`src/dtm_pkg.sv`:
```
// Shared constants and types for the dual load/match/prescale timer
package dtm_pkg;

  // ==========================================================
  // Register byte offsets
  localparam logic [7:0] DTM_OFF_CFG = 8'h00;
  localparam logic [7:0] DTM_OFF_CTRL = 8'h04;
  localparam logic [7:0] DTM_OFF_IRQ_EN = 8'h08;
  localparam logic [7:0] DTM_OFF_IRQ_RAW = 8'h0C;
  localparam logic [7:0] DTM_OFF_IRQ_MASKED = 8'h10;
  localparam logic [7:0] DTM_OFF_IRQ_CLEAR = 8'h14;
  localparam logic [7:0] DTM_OFF_LOAD_A = 8'h18;
  localparam logic [7:0] DTM_OFF_LOAD_B = 8'h1C;
  localparam logic [7:0] DTM_OFF_MATCH_A = 8'h20;
  localparam logic [7:0] DTM_OFF_MATCH_B = 8'h24;
  localparam logic [7:0] DTM_OFF_PRE_A = 8'h28;
  localparam logic [7:0] DTM_OFF_PRE_B = 8'h2C;
  localparam logic [7:0] DTM_OFF_VALUE_A = 8'h30;
  localparam logic [7:0] DTM_OFF_VALUE_B = 8'h34;
  localparam logic [7:0] DTM_OFF_CAPT_A = 8'h38;
  localparam logic [7:0] DTM_OFF_CAPT_B = 8'h3C;
  localparam logic [7:0] DTM_OFF_PRE_BOTH = 8'h40;

  // ==========================================================
  // Field positions
  localparam int DTM_CFG_WIDE_LSB = 0;
  localparam int DTM_CFG_A_MODE_LSB = 4;
  localparam int DTM_CFG_B_MODE_LSB = 8;
  localparam int DTM_CFG_A_EDGE_LSB = 12;
  localparam int DTM_CFG_B_EDGE_LSB = 14;
  localparam int DTM_CTRL_A_EN = 0;
  localparam int DTM_CTRL_B_EN = 1;
  localparam int DTM_CTRL_RTC_EN = 2;
  localparam int DTM_IRQ_A_TIMEOUT = 0;
  localparam int DTM_IRQ_A_CAP_MATCH = 1;
  localparam int DTM_IRQ_A_CAP_EVENT = 2;
  localparam int DTM_IRQ_RTC_MATCH = 3;
  localparam int DTM_IRQ_B_TIMEOUT = 4;
  localparam int DTM_IRQ_B_CAP_MATCH = 5;
  localparam int DTM_IRQ_B_CAP_EVENT = 6;
  localparam int DTM_IRQ_COUNT = 7;

  // ==========================================================
  // Field codes and reset values
  localparam logic [1:0] DTM_WIDE_PAIR = 2'h0;
  localparam logic [1:0] DTM_WIDE_ONE_SHOT = 2'h1;
  localparam logic [1:0] DTM_WIDE_PERIODIC = 2'h2;
  localparam logic [1:0] DTM_WIDE_RTC = 2'h3;
  localparam logic [1:0] DTM_EDGE_RISE = 2'h0;
  localparam logic [1:0] DTM_EDGE_FALL = 2'h1;
  localparam logic [31:0] DTM_WORD_RST = 32'h00000000;
  localparam logic [7:0] DTM_PRE_RST = 8'h00;
  localparam int DTM_RTC_DIV = 32768;

  typedef enum logic [2:0] {
    DTM_ONE_SHOT,
    DTM_PERIODIC,
    DTM_CAP_COUNT,
    DTM_CAP_TIME,
    DTM_PWM
  } dtm_mode_t;

endpackage

```
`src/dtm_half_if.sv`:
```
// Control and status bundle between the register file and one timer half
`timescale 1ns/1ns
interface dtm_half_if;
  logic enable;
  logic joined;
  dtm_pkg::dtm_mode_t mode;
  logic [1:0] edge_sel;
  logic [31:0] load;
  logic [31:0] match;
  logic [7:0] prescale;
  logic load_strobe;
  logic [31:0] value;
  logic [31:0] capture;
  logic timeout;
  logic cap_event;
  logic cap_match;
  logic pwm;

  modport ctl (
    output enable, joined, mode, edge_sel, load, match, prescale, load_strobe,
    input value, capture, timeout, cap_event, cap_match, pwm
  );
  modport half (
    input enable, joined, mode, edge_sel, load, match, prescale, load_strobe,
    output value, capture, timeout, cap_event, cap_match, pwm
  );
endinterface

```
`src/dtm_top.sv`:
```
// Dual timer top: Avalon-MM register file, RTC seconds counter, interrupts
//
// Notes on behaviour
// Enable bits start half A, half B, or both in one write.
// Software configures a half before enabling it.
// Writing ones to the clear register drops exactly those sources.
// Software should clear sources early; clearing takes a bus cycle.
// Interrupt line is OR of pending sources that are enabled.
// Seven sources: event, match, timeout per half, plus RTC match.
// Raw and masked status both readable with the enable bit layout.
// Joined 32-bit mode uses half A registers only; half B idles.
// Load value reads back as written, untouched by counting.
// Load write while running reloads the live counter at once.
// Edge-count capture raises match when the count, stepped down from load per edge, reaches match.
// Pulse output duty is set by match against the load period.
// Prescaler per half takes 0 to 255, settable on A, B or both.
// Prescaler divides only in split 16-bit modes.
// Prescale value reads back without change.
// One-shot stops at zero; periodic reloads and keeps counting.
// RTC mode counts seconds from the 32 KHz input, divided down.
// Capture modes count edges or time them; edge rise, fall or both.
// Raw status bits stick until cleared, whatever their enables.
// Split counters count down per prescaled tick, timeout at zero.
`timescale 1ns/1ns
module dtm_top
  import dtm_pkg::*;
#(
  parameter int RTC_DIV = DTM_RTC_DIV
)
(
  // Clock and reset
  input wire logic mclk,
  input wire logic reset,
  // Avalon-MM slave
  input wire logic [7:0] address,
  input wire logic read,
  input wire logic write,
  input wire logic [31:0] writedata,
  output logic [31:0] readdata,
  output logic waitrequest,
  // Capture and pulse pins
  input wire logic cap_a_in,
  input wire logic cap_b_in,
  output logic pwm_a_out,
  output logic pwm_b_out,
  // 32 KHz reference, synchronous to mclk
  input wire logic rtc_ref_in,
  // Processor interrupt
  output logic irq
);

  // ==========================================================
  // Elaboration checks
  if (RTC_DIV < 2 || RTC_DIV > 65536) begin : g_bad_div
    $error("RTC_DIV must lie in 2 to 65536");
  end

  // Map a mode field, unknown codes fall back to one-shot
  function automatic dtm_mode_t decode_mode(input logic [2:0] code);
    dtm_mode_t m;
    m = DTM_ONE_SHOT;
    if (code == 3'h1) begin
      m = DTM_PERIODIC;
    end else if (code == 3'h2) begin
      m = DTM_CAP_COUNT;
    end else if (code == 3'h3) begin
      m = DTM_CAP_TIME;
    end else if (code == 3'h4) begin
      m = DTM_PWM;
    end
    return m;
  endfunction

  // ==========================================================
  // Registers
  logic [15:0] cfg;
  logic [2:0] ctrl;
  logic [DTM_IRQ_COUNT-1:0] irq_en;
  logic [DTM_IRQ_COUNT-1:0] irq_raw;
  logic [31:0] load_a;
  logic [31:0] load_b;
  logic [31:0] match_a;
  logic [31:0] match_b;
  logic [7:0] pre_a;
  logic [7:0] pre_b;
  logic ack;
  logic load_stb_a;
  logic load_stb_b;
  logic [31:0] rd_mux;
  logic [31:0] rtc_count;
  logic [15:0] rtc_div;
  logic rtc_prev;
  logic rtc_match;

  dtm_half_if hif_a ();
  dtm_half_if hif_b ();

  // ==========================================================
  // Bus decode
  wire logic req;
  wire logic wr_fire;
  wire logic [1:0] wide;
  wire logic joined;
  wire logic rtc_mode;
  wire logic hit_load_a;
  wire logic hit_load_b;
  wire logic hit_pre_both;
  wire logic [DTM_IRQ_COUNT-1:0] irq_masked;
  wire logic [DTM_IRQ_COUNT-1:0] irq_clear;
  wire logic [DTM_IRQ_COUNT-1:0] irq_set;
  wire logic rtc_edge;
  wire logic rtc_second;
  wire logic rtc_run;

  // One wait cycle, then the answer: writes land on the released edge
  assign req = read | write;
  assign waitrequest = req & ~ack;
  assign wr_fire = write & ack;
  assign wide = cfg[DTM_CFG_WIDE_LSB +: 2];
  assign joined = (wide != DTM_WIDE_PAIR);
  assign rtc_mode = (wide == DTM_WIDE_RTC);
  assign hit_load_a = wr_fire && (address == DTM_OFF_LOAD_A);
  assign hit_load_b = wr_fire && (address == DTM_OFF_LOAD_B);
  assign hit_pre_both = wr_fire && (address == DTM_OFF_PRE_BOTH);
  assign irq_clear = (wr_fire && (address == DTM_OFF_IRQ_CLEAR)) ?
                     writedata[DTM_IRQ_COUNT-1:0] : '0;
  assign irq_masked = irq_raw & irq_en;
  assign irq = |irq_masked;

  // ==========================================================
  // Half control
  always_comb begin
    hif_a.enable = ctrl[DTM_CTRL_A_EN] & ~rtc_mode;
    hif_a.joined = joined;
    hif_a.mode = joined ? ((wide == DTM_WIDE_PERIODIC) ? DTM_PERIODIC : DTM_ONE_SHOT) :
                 decode_mode(cfg[DTM_CFG_A_MODE_LSB +: 3]);
    hif_a.edge_sel = cfg[DTM_CFG_A_EDGE_LSB +: 2];
    hif_a.load = load_a;
    hif_a.match = match_a;
    hif_a.prescale = pre_a;
    hif_a.load_strobe = load_stb_a;
    // Half B stands idle while the halves are joined
    hif_b.enable = ctrl[DTM_CTRL_B_EN] & ~joined;
    hif_b.joined = 1'b0;
    hif_b.mode = decode_mode(cfg[DTM_CFG_B_MODE_LSB +: 3]);
    hif_b.edge_sel = cfg[DTM_CFG_B_EDGE_LSB +: 2];
    hif_b.load = load_b;
    hif_b.match = match_b;
    hif_b.prescale = pre_b;
    hif_b.load_strobe = load_stb_b;
  end

  dtm_half u_half_a (
    .mclk(mclk),
    .reset(reset),
    .cap_pin(cap_a_in),
    .hif(hif_a.half)
  );

  dtm_half u_half_b (
    .mclk(mclk),
    .reset(reset),
    .cap_pin(cap_b_in),
    .hif(hif_b.half)
  );

  assign pwm_a_out = hif_a.pwm;
  assign pwm_b_out = hif_b.pwm;

  // ==========================================================
  // RTC seconds counter
  assign rtc_edge = rtc_ref_in & ~rtc_prev;
  assign rtc_run = rtc_mode & ctrl[DTM_CTRL_RTC_EN];
  assign rtc_second = rtc_run && rtc_edge && (rtc_div == 16'(RTC_DIV - 1));

  always_ff @(posedge mclk or posedge reset) begin
    if (reset) begin
      rtc_prev <= 1'b0;
      rtc_div <= 16'h0000;
      rtc_count <= DTM_WORD_RST;
      rtc_match <= 1'b0;
    end else begin
      rtc_prev <= rtc_ref_in;
      rtc_match <= rtc_second && ((rtc_count + 32'h00000001) == match_a);
      if (!rtc_run || rtc_second) begin
        rtc_div <= 16'h0000;
      end else if (rtc_edge) begin
        rtc_div <= rtc_div + 16'h0001;
      end
      // Loading in RTC mode sets the seconds value directly
      if (rtc_mode && load_stb_a) begin
        rtc_count <= load_a;
      end else if (rtc_second) begin
        rtc_count <= rtc_count + 32'h00000001;
      end
    end
  end

  // ==========================================================
  // Interrupt status
  assign irq_set = {hif_b.cap_event, hif_b.cap_match, hif_b.timeout, rtc_match,
                    hif_a.cap_event, hif_a.cap_match, hif_a.timeout};

  always_ff @(posedge mclk or posedge reset) begin
    if (reset) begin
      irq_raw <= '0;
    end else begin
      // A new event wins over a clear in the same cycle
      irq_raw <= (irq_raw & ~irq_clear) | irq_set;
    end
  end

  // ==========================================================
  // Read mux
  always_comb begin
    rd_mux = 32'h00000000;
    if (address == DTM_OFF_CFG) begin
      rd_mux = {16'h0000, cfg};
    end else if (address == DTM_OFF_CTRL) begin
      rd_mux = {29'h00000000, ctrl};
    end else if (address == DTM_OFF_IRQ_EN) begin
      rd_mux = {25'h0000000, irq_en};
    end else if (address == DTM_OFF_IRQ_RAW) begin
      rd_mux = {25'h0000000, irq_raw};
    end else if (address == DTM_OFF_IRQ_MASKED) begin
      rd_mux = {25'h0000000, irq_masked};
    end else if (address == DTM_OFF_LOAD_A) begin
      rd_mux = load_a;
    end else if (address == DTM_OFF_LOAD_B) begin
      rd_mux = load_b;
    end else if (address == DTM_OFF_MATCH_A) begin
      rd_mux = match_a;
    end else if (address == DTM_OFF_MATCH_B) begin
      rd_mux = match_b;
    end else if (address == DTM_OFF_PRE_A) begin
      rd_mux = {24'h000000, pre_a};
    end else if (address == DTM_OFF_PRE_B) begin
      rd_mux = {24'h000000, pre_b};
    end else if (address == DTM_OFF_VALUE_A) begin
      rd_mux = rtc_mode ? rtc_count : hif_a.value;
    end else if (address == DTM_OFF_VALUE_B) begin
      rd_mux = hif_b.value;
    end else if (address == DTM_OFF_CAPT_A) begin
      rd_mux = hif_a.capture;
    end else if (address == DTM_OFF_CAPT_B) begin
      rd_mux = hif_b.capture;
    end
  end

  // ==========================================================
  // Bus handshake and read data
  always_ff @(posedge mclk or posedge reset) begin
    if (reset) begin
      ack <= 1'b0;
      readdata <= 32'h00000000;
    end else begin
      ack <= req & ~ack;
      if (read && !ack) begin
        readdata <= rd_mux;
      end
    end
  end

  // Load strobes trail the write by one edge so halves see the new value
  always_ff @(posedge mclk or posedge reset) begin
    if (reset) begin
      load_stb_a <= 1'b0;
      load_stb_b <= 1'b0;
    end else begin
      load_stb_a <= hit_load_a;
      load_stb_b <= hit_load_b & ~joined;
    end
  end

  // ==========================================================
  // Register writes
  always_ff @(posedge mclk or posedge reset) begin
    if (reset) begin
      cfg <= 16'h0000;
      ctrl <= 3'h0;
      irq_en <= '0;
      load_a <= DTM_WORD_RST;
      load_b <= DTM_WORD_RST;
      match_a <= DTM_WORD_RST;
      match_b <= DTM_WORD_RST;
      pre_a <= DTM_PRE_RST;
      pre_b <= DTM_PRE_RST;
    end else if (wr_fire) begin
      if (address == DTM_OFF_CFG) begin
        cfg <= writedata[15:0];
      end else if (address == DTM_OFF_CTRL) begin
        ctrl <= writedata[2:0];
      end else if (address == DTM_OFF_IRQ_EN) begin
        irq_en <= writedata[DTM_IRQ_COUNT-1:0];
      end else if (address == DTM_OFF_LOAD_A) begin
        load_a <= writedata;
      end else if (address == DTM_OFF_LOAD_B) begin
        load_b <= writedata;
      end else if (address == DTM_OFF_MATCH_A) begin
        match_a <= writedata;
      end else if (address == DTM_OFF_MATCH_B) begin
        match_b <= writedata;
      end else if (address == DTM_OFF_PRE_A) begin
        pre_a <= writedata[7:0];
      end else if (address == DTM_OFF_PRE_B) begin
        pre_b <= writedata[7:0];
      end else if (hit_pre_both) begin
        pre_a <= writedata[7:0];
        pre_b <= writedata[7:0];
      end
    end
  end

endmodule // dtm_top

```
`src/dtm_half.sv`:
```
// One timer half: prescaler, down counter, edge capture and pulse output
`timescale 1ns/1ns
module dtm_half
  import dtm_pkg::*;
(
  // Clock and reset
  input wire logic mclk,
  input wire logic reset,
  // Capture pin, synchronous to mclk
  input wire logic cap_pin,
  // Register file side
  dtm_half_if.half hif
);

  // ==========================================================
  // Decode
  logic [7:0] pre_cnt;
  logic cap_prev;
  logic en_prev;
  logic [31:0] next_count;
  logic [31:0] next_capture;
  logic next_timeout;
  logic next_event;
  logic next_match;
  wire logic [31:0] load_eff;
  wire logic [31:0] match_eff;
  wire logic tick;
  wire logic rise;
  wire logic fall;
  wire logic edge_hit;
  wire logic start;
  wire logic at_zero;
  wire logic [31:0] count_dec;
  wire logic [31:0] next_down;

  // Split halves only ever see the low 16 bits
  assign load_eff = hif.joined ? hif.load : {16'h0000, hif.load[15:0]};
  assign match_eff = hif.joined ? hif.match : {16'h0000, hif.match[15:0]};
  assign tick = hif.joined | (pre_cnt == 8'h00);
  assign rise = cap_pin & ~cap_prev;
  assign fall = ~cap_pin & cap_prev;
  assign edge_hit = (hif.edge_sel == DTM_EDGE_RISE) ? rise :
                    (hif.edge_sel == DTM_EDGE_FALL) ? fall : (rise | fall);
  assign start = hif.enable & ~en_prev;
  assign at_zero = (hif.value == 32'h00000000);
  assign count_dec = hif.value - 32'h00000001;
  assign next_down = at_zero ? load_eff : count_dec;

  // ==========================================================
  // Counter behaviour
  always_comb begin
    next_count = hif.value;
    next_capture = hif.capture;
    next_timeout = 1'b0;
    next_event = 1'b0;
    next_match = 1'b0;
    if (start || (hif.enable && hif.load_strobe)) begin
      next_count = load_eff;
    end else if (hif.enable) begin
      case (hif.mode)
        DTM_CAP_COUNT: begin
          if (edge_hit) begin
            next_count = next_down;
            next_match = (next_down == match_eff);
          end
        end
        DTM_CAP_TIME: begin
          if (tick) begin
            next_count = next_down;
          end
          if (edge_hit) begin
            next_capture = hif.value;
            next_event = 1'b1;
          end
        end
        default: begin
          if (tick && !at_zero) begin
            next_count = count_dec;
            next_timeout = (hif.value == 32'h00000001);
          end else if (tick && hif.mode != DTM_ONE_SHOT) begin
            next_count = load_eff;
          end
        end
      endcase
    end
  end

  always_ff @(posedge mclk or posedge reset) begin
    if (reset) begin
      pre_cnt <= DTM_PRE_RST;
      cap_prev <= 1'b0;
      en_prev <= 1'b0;
    end else begin
      cap_prev <= cap_pin;
      en_prev <= hif.enable;
      if (!hif.enable || start || tick) begin
        pre_cnt <= hif.prescale;
      end else begin
        pre_cnt <= pre_cnt - 8'h01;
      end
    end
  end

  always_ff @(posedge mclk or posedge reset) begin
    if (reset) begin
      hif.value <= DTM_WORD_RST;
      hif.capture <= DTM_WORD_RST;
      hif.timeout <= 1'b0;
      hif.cap_event <= 1'b0;
      hif.cap_match <= 1'b0;
      hif.pwm <= 1'b0;
    end else begin
      hif.value <= next_count;
      hif.capture <= next_capture;
      hif.timeout <= next_timeout;
      hif.cap_event <= next_event;
      hif.cap_match <= next_match;
      // Edge aligned: high from reload until the count falls to match
      hif.pwm <= hif.enable && (hif.mode == DTM_PWM) && (next_count > match_eff);
    end
  end

endmodule // dtm_half

```
`config.mk`:
```
export PLATFORM = sky130hd
export DESIGN_NAME = dtm_top
export DESIGN_NICKNAME = d
export VERILOG_FILES = /design/src/dtm_pkg.sv /design/src/dtm_half_if.sv /design/src/dtm_top.sv /design/src/dtm_half.sv
export SDC_FILE = /design/constraint.sdc
export NUM_CORES = 2
export LEC_CHECK = 0
export BUFFER_PORTS_ARGS = -buffer_cell sky130_fd_sc_hd__buf_2
export CORE_ASPECT_RATIO = 0.75
export CORE_MARGIN = 10
export CORE_UTILIZATION = 30
export CTS_BUF_LIST = sky130_fd_sc_hd__clkbuf_16
export CTS_CLUSTER_DIAMETER = 150
export DETAILED_ROUTE_END_ITERATION = 7
export PLACE_DENSITY = 0.5
export SYNTH_ARGS = -nofsm -noshare
export SYNTH_HDL_FRONTEND = slang
export SYNTH_SLANG_ARGS = --single-unit
```
`constraint.sdc`:
```
create_clock -name mclk -period 14.8 [get_ports mclk]
set_input_delay 0.74 -clock mclk [delete_from_list [all_inputs] [get_ports mclk]]
set_output_delay 0.74 -clock mclk [all_outputs]
set_load 0.01 [all_outputs]
```
# Word-level counts from Yosys, hierarchy flattened
# Cells that the tools add are included.
[totals]
register_bits = 418
latchBits = 0
ramBits = 0
mem_bits_ro = 0
input_bits = 47
output_inout_bits = 36
wordCells = 269
mem_count = 0
[op_classes]
add_sub_neg = 6
n_mul = 0
n_div = 0
order_cmp = 2
n_eq_ne = 41
shifts = 0
muxes = 83
bitwise = 41
n_reduce_logical = 60
[ops]
columns = ["operator", "n"]
rows = [
  ["$mux 32", 34],
  ["$pmux 32 s2", 2],
  ["$eq 32x1->1 const B", 2],
  ["$eq 32x32->1", 2],
  ["$eq 8x6->1 const B", 8],
  ["$logic_not 32->1", 2],
  ["$sub 32x1->32 const B", 2],
  ["$mux 8", 6],
  ["$add 32x1->32 const B", 1],
  ["$eq 32x16->1", 1],
  ["$eq 8x5->1 const B", 4],
  ["$gt 32x16->1", 1],
  ["$gt 32x32->1", 1],
  ["$mux 16", 2],
  ["$mux 1", 29],
  ["$mux 3", 9],
  ["$eq 3x2->1 const B", 8],
  ["$logic_not 8->1", 3],
  ["$not 1->1", 20],
  ["$reduce_and 10->1", 2],
  ["$logic_and 1x1->1", 19],
  ["$add 16x1->16 const B", 1],
  ["$eq 16x15->1 const B", 1],
  ["$eq 8x4->1 const B", 2],
  ["other kinds (28)", 71],
]

# Logic depth before layout (Yosys ltp)
[depth]
depth_word = 16
depth_mapped = 23
depth_no_buf = 21

# By module
# A second synthesis with hierarchy kept.
[unflattened]
cells_unflattened = 3480
area_unflattened_um2 = 29380.7
[by_module_without_submodules]
columns = ["mod", "instances", "cells_each", "area_per_inst_um2", "seq_area_each_um2"]
rows = [
  ["dtm_top", 1, 1446, 14335.0, 6556.3],
  ["dtm_half (u_half_b)", 1, 1020, 7531.0, 1951.9],
  ["dtm_half (u_half_a)", 1, 1014, 7514.7, 1951.9],
]

# Least setup slack after synthesis
# OpenSTA, ideal clock, no wires.
[synth_timing]
kind = "reg-to-reg"
startpoint = "register u_half_b.hif.value[0]"
endpoint = "register u_half_b.hif.pwm"
setup_time_ns = 0.124
t_arrival_ns = 4.482
t_required_ns = 14.676
setup_slack_ns = 10.194
path_stages_with_launch = 23
n_path_buf = 2
synth_period_minus_slack_ns = 4.606
cell_sequence = "dfrtp_1 > inv_1 > ha_1 > nor3b_2 > and4_1 > buf_2 > nand3_2 > o21ai_0 > clkbuf_1 > a21oi_1 > o221ai_1 > o21ai_0 > o22ai_1 > o21ai_0 > ha_1 > nor2b_1 > o31ai_1 > a21oi_1 > o21ai_0 > o211ai_1 > a2111oi_0 > nand4b_1 > o31a_1"
[synth_between]
elab_chain_cells = 9
elab_cells_between_ends = 14
cone_classes = "1 x add/sub; 1 x order compare; 8 x mux; 4 x reduce/logical"
[synth_lines]
columns = ["item", "line_no", "text"]
rows = [
  ["start, declared", "dtm_half_if.sv:25", "output value, capture, timeout, cap_event, cap_match, pwm"],
  ["start signal, assigned", "dtm_half.sv:113", "hif.value <= next_count;"],
  ["parallel branches: the longest is 4 deep, another holds $sub 32x1->32", "-", ""],
  ["$pmux 32 s2 (*)", "dtm_half.sv:60", "case (hif.mode)"],
  ["$mux 32 (*)", "dtm_half.sv:59", "end else if (hif.enable) begin"],
  ["$mux 32 (*)", "dtm_half.sv:57", "if (start || (hif.enable && hif.load_strobe)) begin"],
  ["net u_half_b.next_count[4]", "dtm_half.sv:20", "logic [31:0] next_count;"],
  ["$gt 32x16->1 (*)", "dtm_half.sv:119", "hif.pwm <= hif.enable && (hif.mode == DTM_PWM) && (next_count > match_eff);"],
  ["$logic_and 1x1->1 (*)", "dtm_half.sv:119", ""],
  ["end signal, assigned", "dtm_half.sv:119", ""],
  ["end, declared", "dtm_half_if.sv:25", ""],
]
# Mark *: on every way through the listed nets, which the timed path passes.
# A chain may end at the register's enable or synchronous reset.

# Worst setup path after layout
# Same ends and word-level chain as after synthesis.

==> impl_metrics.prom <==
# TYPE chip_impl_metric gauge
chip_impl_info{name="status",value="complete, no violations"} 1
chip_impl_metric{name="num_rows",unit=""} 96
chip_impl_info{name="start_kind",value="register"} 1
chip_impl_metric{name="grt_use_total",unit="%"} 23.21
chip_impl_metric{name="antenna_found_initial",unit=""} 10
chip_impl_metric{name="slew-limit-headroom",unit="%"} 3.127
chip_impl_metric{name="synth_enable_flop_cells",unit=""} 0
chip_impl_info{name="timing.hold.worst.class",value="in -> async"} 1
chip_impl_metric{name="h_tree_levels",unit=""} 2
chip_impl_info{name="yosys_most_used_dff",value="dfrtp_1"} 1
chip_impl_metric{name="clk_pin_slew",unit="ns"} 0.06
chip_impl_metric{name="timing.max_cap.violations",unit=""} 0
chip_impl_info{name="critPathSlowestCell",value="o21ai_0"} 1
chip_impl_info{name="crit_path_cell_chain",value="inv_1, ha_1, nor3b_2, and4_1, nand3_2, o21ai_0, buf_4, inv_1, o221ai_1, nand3_1, o21ai_0, o21ai_0, ha_1, a21oi_1, nor2b_1, o31ai_1, a21oi_1, o21ai_0, o211ai_1, a2111oi_0, nand4b_1, o31a_1"} 1
chip_impl_info{name="synth.largest_area_cell",value="dfrtp_1"} 1
chip_impl_metric{name="power_density",unit="mW/mm^2"} 92.34
chip_impl_metric{name="synth.top_cell.area_share",unit="%"} 37.91
chip_impl_metric{name="hold_violations",unit=""} 0
chip_impl_metric{name="synthesis.yosys.warnings",unit=""} 0
chip_impl_metric{name="detail_route.iter0.violations",unit=""} 4055
chip_impl_metric{name="num-fill-cells",unit=""} 9743
chip_impl_metric{name="die-area",unit="sq mm"} 0.1046
chip_impl_metric{name="setup_slack",unit="ns"} 7.666
chip_impl_metric{name="worstSkewPairLatency",unit="ns"} 0.63
chip_impl_metric{name="cts_setup_buffers",unit=""} 0
chip_impl_metric{name="synthesis.nets",unit=""} 3406
chip_impl_metric{name="finalSetupViolations",unit=""} 0
chip_impl_info{name="worstSetupPathType",value="reg -> reg"} 1
chip_impl_metric{name="detailroute.wirelength.met2",unit="microns"} 46660
chip_impl_metric{name="tightestPinTransition",unit="ns"} 1.453
chip_impl_metric{name="worst_ep_required_time",unit="ns"} 15.30
chip_impl_metric{name="number_of_i_o_port_buffers",unit=""} 82
chip_impl_metric{name="critPathMaxStageDelay",unit="ns"} 1.07
chip_impl_metric{name="critical_path_buf_inv_count",unit=""} 3
chip_impl_metric{name="vdd_drop_max",unit="mV"} 0.07288
chip_impl_info{name="yosys-top-cells-area",value="dfrtp_1, nand2_1, mux2_2"} 1
chip_impl_metric{name="total_negative_setup_slacks",unit="ns"} 0
chip_impl_metric{name="final_layout_size_suffix_gt1_share",unit="%"} 13.55
chip_impl_metric{name="fin_hold_ws",unit="ns"} 0.2047
chip_impl_metric{name="placeable_core_region",unit="sq mm"} 0.09129
chip_impl_metric{name="cts_hold_buffers",unit=""} 0
chip_impl_info{name="cp-end-kind",value="register"} 1
chip_impl_metric{name="cp.arrival",unit="ns"} 7.64
chip_impl_info{name="dr.max_layer_used",value="met5"} 1
chip_impl_metric{name="first_pass_grt_wire_length",unit="microns"} 180800
chip_impl_metric{name="die_height",unit="microns"} 282.6
chip_impl_metric{name="io_pins",unit=""} 83
chip_impl_info{name="grt_setup_unrepaired",value="false"} 1
chip_impl_metric{name="die_x",unit="microns"} 370.2
chip_impl_metric{name="vias",unit=""} 26440
chip_impl_metric{name="post_cts_resized",unit=""} 0
chip_impl_metric{name="post-route-period-util",unit="%"} 48.21
chip_impl_metric{name="timing.final.max_slew_violations",unit=""} 0
chip_impl_info{name="buffer_cell_driving_the_clock_tree_root",value="clkbuf_16"} 1
chip_impl_info{name="cts_tree",value="built"} 1
chip_impl_metric{name="fin_worst_skew",unit="ns"} 0.03291
chip_impl_info{name="path_delay_family",value="compound AO/OA/AOI/OAI gates"} 1
chip_impl_info{name="commonest_cells_in_the_netlist",value="nand2_1, dfrtp_1, a21oi_1"} 1
chip_impl_metric{name="dp_hpwl",unit="microns"} 92380
chip_impl_metric{name="cp_max_fo",unit=""} 35
chip_impl_metric{name="routed_via_density",unit=""} 5.866
chip_impl_metric{name="design.final.nets",unit=""} 3357
chip_impl_metric{name="fin_total_pwr",unit="mW"} 2.841
chip_impl_metric{name="globalRouteOverflowTotal",unit=""} 0
chip_impl_metric{name="via_count_of_the_first_global_routing_pass",unit=""} 24370
chip_impl_metric{name="synth.cell_area",unit="sq mm"} 0.02759
chip_impl_metric{name="synthCells",unit=""} 3297
chip_impl_metric{name="max_freq",unit="MHz"} 140.2
chip_impl_metric{name="routedLengthMet1",unit="microns"} 58400
chip_impl_metric{name="dpl.cell_count",unit=""} 4426
chip_impl_metric{name="drt.antenna.violating_nets",unit=""} 0
chip_impl_metric{name="drt_wl_total",unit="microns"} 125000
chip_impl_metric{name="post-place-ws",unit="ns"} 7.965
chip_impl_metric{name="synth_seq_cells",unit=""} 418
chip_impl_metric{name="post_synthesis_sequential_area_ratio",unit="%"} 37.91
chip_impl_metric{name="multi_input_comb_area",unit="sq mm"} 0.01587
chip_impl_metric{name="total_leakage_power",unit="nW"} 12.98
chip_impl_metric{name="regArea",unit="sq mm"} 0.01046
chip_impl_info{name="path_common_cell",value="o21ai_0"} 1
chip_impl_metric{name="wl_per_cell",unit="microns"} 27.74
chip_impl_metric{name="gp_weighted_congestion",unit=""} 0.9995
chip_impl_metric{name="instances_no_fill",unit=""} 4508
chip_impl_metric{name="min_period",unit="ns"} 7.134
chip_impl_metric{name="routed-wl-met3",unit="microns"} 17070
chip_impl_metric{name="ys_async_sr_fraction",unit="%"} 100.0
chip_impl_metric{name="synth.distinct_cells",unit=""} 90
chip_impl_info{name="most_instantiated_library_cell_after_synthesis",value="nand2_1"} 1
chip_impl_metric{name="cts_buffer_depth",unit=""} 3
chip_impl_metric{name="avgSynthCellArea",unit="sq um"} 8.368
chip_impl_metric{name="grt_start_max_net_pins",unit=""} 141
chip_impl_metric{name="drt-pass1-iter-count",unit=""} 7
chip_impl_metric{name="tritoncts.num_buffers",unit=""} 45
chip_impl_metric{name="initial_core_utilization",unit="%"} 30.22
chip_impl_metric{name="area_growth_syn_to_layout",unit="%"} 11.51
chip_impl_metric{name="remaining_design_rule_violation_count",unit=""} 0
chip_impl_metric{name="antenna-diode-count",unit=""} 0
chip_impl_metric{name="clkSinkCount",unit=""} 418
layout by cell type, fill, tap and decap left out, types with 11 or more instances in the layout:
cell / synthesis / routed
nor4_1: 39 / 38
nor3_1: 68 / 67
nand2b_1: 12 / 11
a22oi_1: 19 / 19
buf_4: 2 / 85
xnor2_1: 139 / 139
ha_1: 62 / 62
nand4_1: 44 / 44
a21oi_1: 255 / 255
o22ai_1: 66 / 65
nor2_1: 202 / 199
a32oi_1: 13 / 13
a31oi_1: 41 / 40
a222oi_1: 19 / 19
a211oi_1: 32 / 32
nand2_1: 580 / 579
xor2_1: 67 / 67
o211ai_1: 24 / 24
o21a_1: 20 / 20
mux2_2: 144 / 144
o31ai_1: 16 / 16
and2_1: 12 / 12
nand3_1: 72 / 71
a21o_1: 27 / 27
o221ai_1: 12 / 12
and3_1: 18 / 17
a221oi_1: 37 / 37
clkbuf_16: 0 / 46
mux2i_1: 35 / 35
buf_2: 33 / 82
dfrtp_1: 418 / 418
or4_1: 19 / 19
o21ai_0: 250 / 250
or3_1: 19 / 19
inv_1: 78 / 83
metrics by stage:
step           instance area, sq um  utilization [%]
6_report                      30760            33.70
3_3_place_gp                  29240            32.03
5_1_grt                       30760            33.70
3_5_place_dp                  29240            32.03
4_1_cts                       30760            33.70
2_1_floorplan                 27590                -
state kept, by name, summed over array words and instances, names as in the netlist, 16 cells and up:
name,cells
u_half_b.hif.value,32
u_half_b.hif.capture,32
rtc_count,32
readdata,32
hif_a.load,32
rtc_div,16
hif_b.load,32
hif_b.match,32
hif_a.match,32
u_half_a.hif.value,32
u_half_a.hif.capture,32
cfg,16
cell families after synthesis:
logic type / Yosys count / synth area share (%)
XOR/XNOR: 206 / 6.540
AO/OA/AOI/OAI: 926 / 21.12
adder cells (fa/ha/maj): 62 / 2.812
buffers and inverters: 346 / 4.889
flip-flops: 418 / 37.91
multiplexers: 180 / 7.229
AND/OR/NAND/NOR: 1159 / 19.50
routing by layer:
metal	track usage, %	up-vias
met5	0	-
met4	5.145	10
met3	8.418	180
met2	30.07	1500
met1	35.36	12970
li1	-	11780
worst register-to-register path, delay by kind of cell (launching register included):
family / cells / cell delay [ns]
DFF: 1 / 0.46
and+or+nand+nor: 6 / 2.06
adders and majority gates: 2 / 0.65
buffers and inverters: 3 / 0.61
AOI/OAI and AO/OA: 11 / 3.22
cell type report:
class | instances | share of cell area [%]
clock inverters | 36 | 1.200
inverters | 82 | 1.025
well taps | 1225 | 4.982
repair buffers | 168 | 3.473
multi-input cells | 2533 | 51.58
flip-flops and latches | 418 | 34.00
clock buffers | 46 | 3.742
path summary, 6_finish.rpt:
path | end | from | slack, ns | depth (start not counted)
max | u_half_b.hif.pwm$_DFF_PP0_ | u_half_b.hif.value[0]$_DFF_PP0_ | 7.67 | 22
min reg2reg | irq_raw[5]$_DFF_PP0_ | u_half_b.hif.cap_match$_DFF_PP0_ | 0.43 | 1
max in group asynchronous | hif_a.prescale[2]$_DFFE_PP0P_ | reset | 12.54 | 4
min | u_half_b.cap_prev$_DFF_PP0_ | reset | 0.20 | 2
min in group mclk | rtc_prev$_DFF_PP0_ | rtc_ref_in | 0.26 | 1
max reg2reg | u_half_b.hif.pwm$_DFF_PP0_ | u_half_b.hif.value[0]$_DFF_PP0_ | 7.67 | 22
report_power, final:
part | leakage, nW | switching [mW] | internal (mW) | total (mW)
Sequential | 5.39 | 0.0615 | 1.17 | 1.23
Combinational | 6.84 | 0.262 | 0.124 | 0.386
Clock | 0.752 | 0.545 | 0.677 | 1.22
Total | 13.0 | 0.868 | 1.97 | 2.84
No activity file was read; power rests on OpenSTA's default activity.
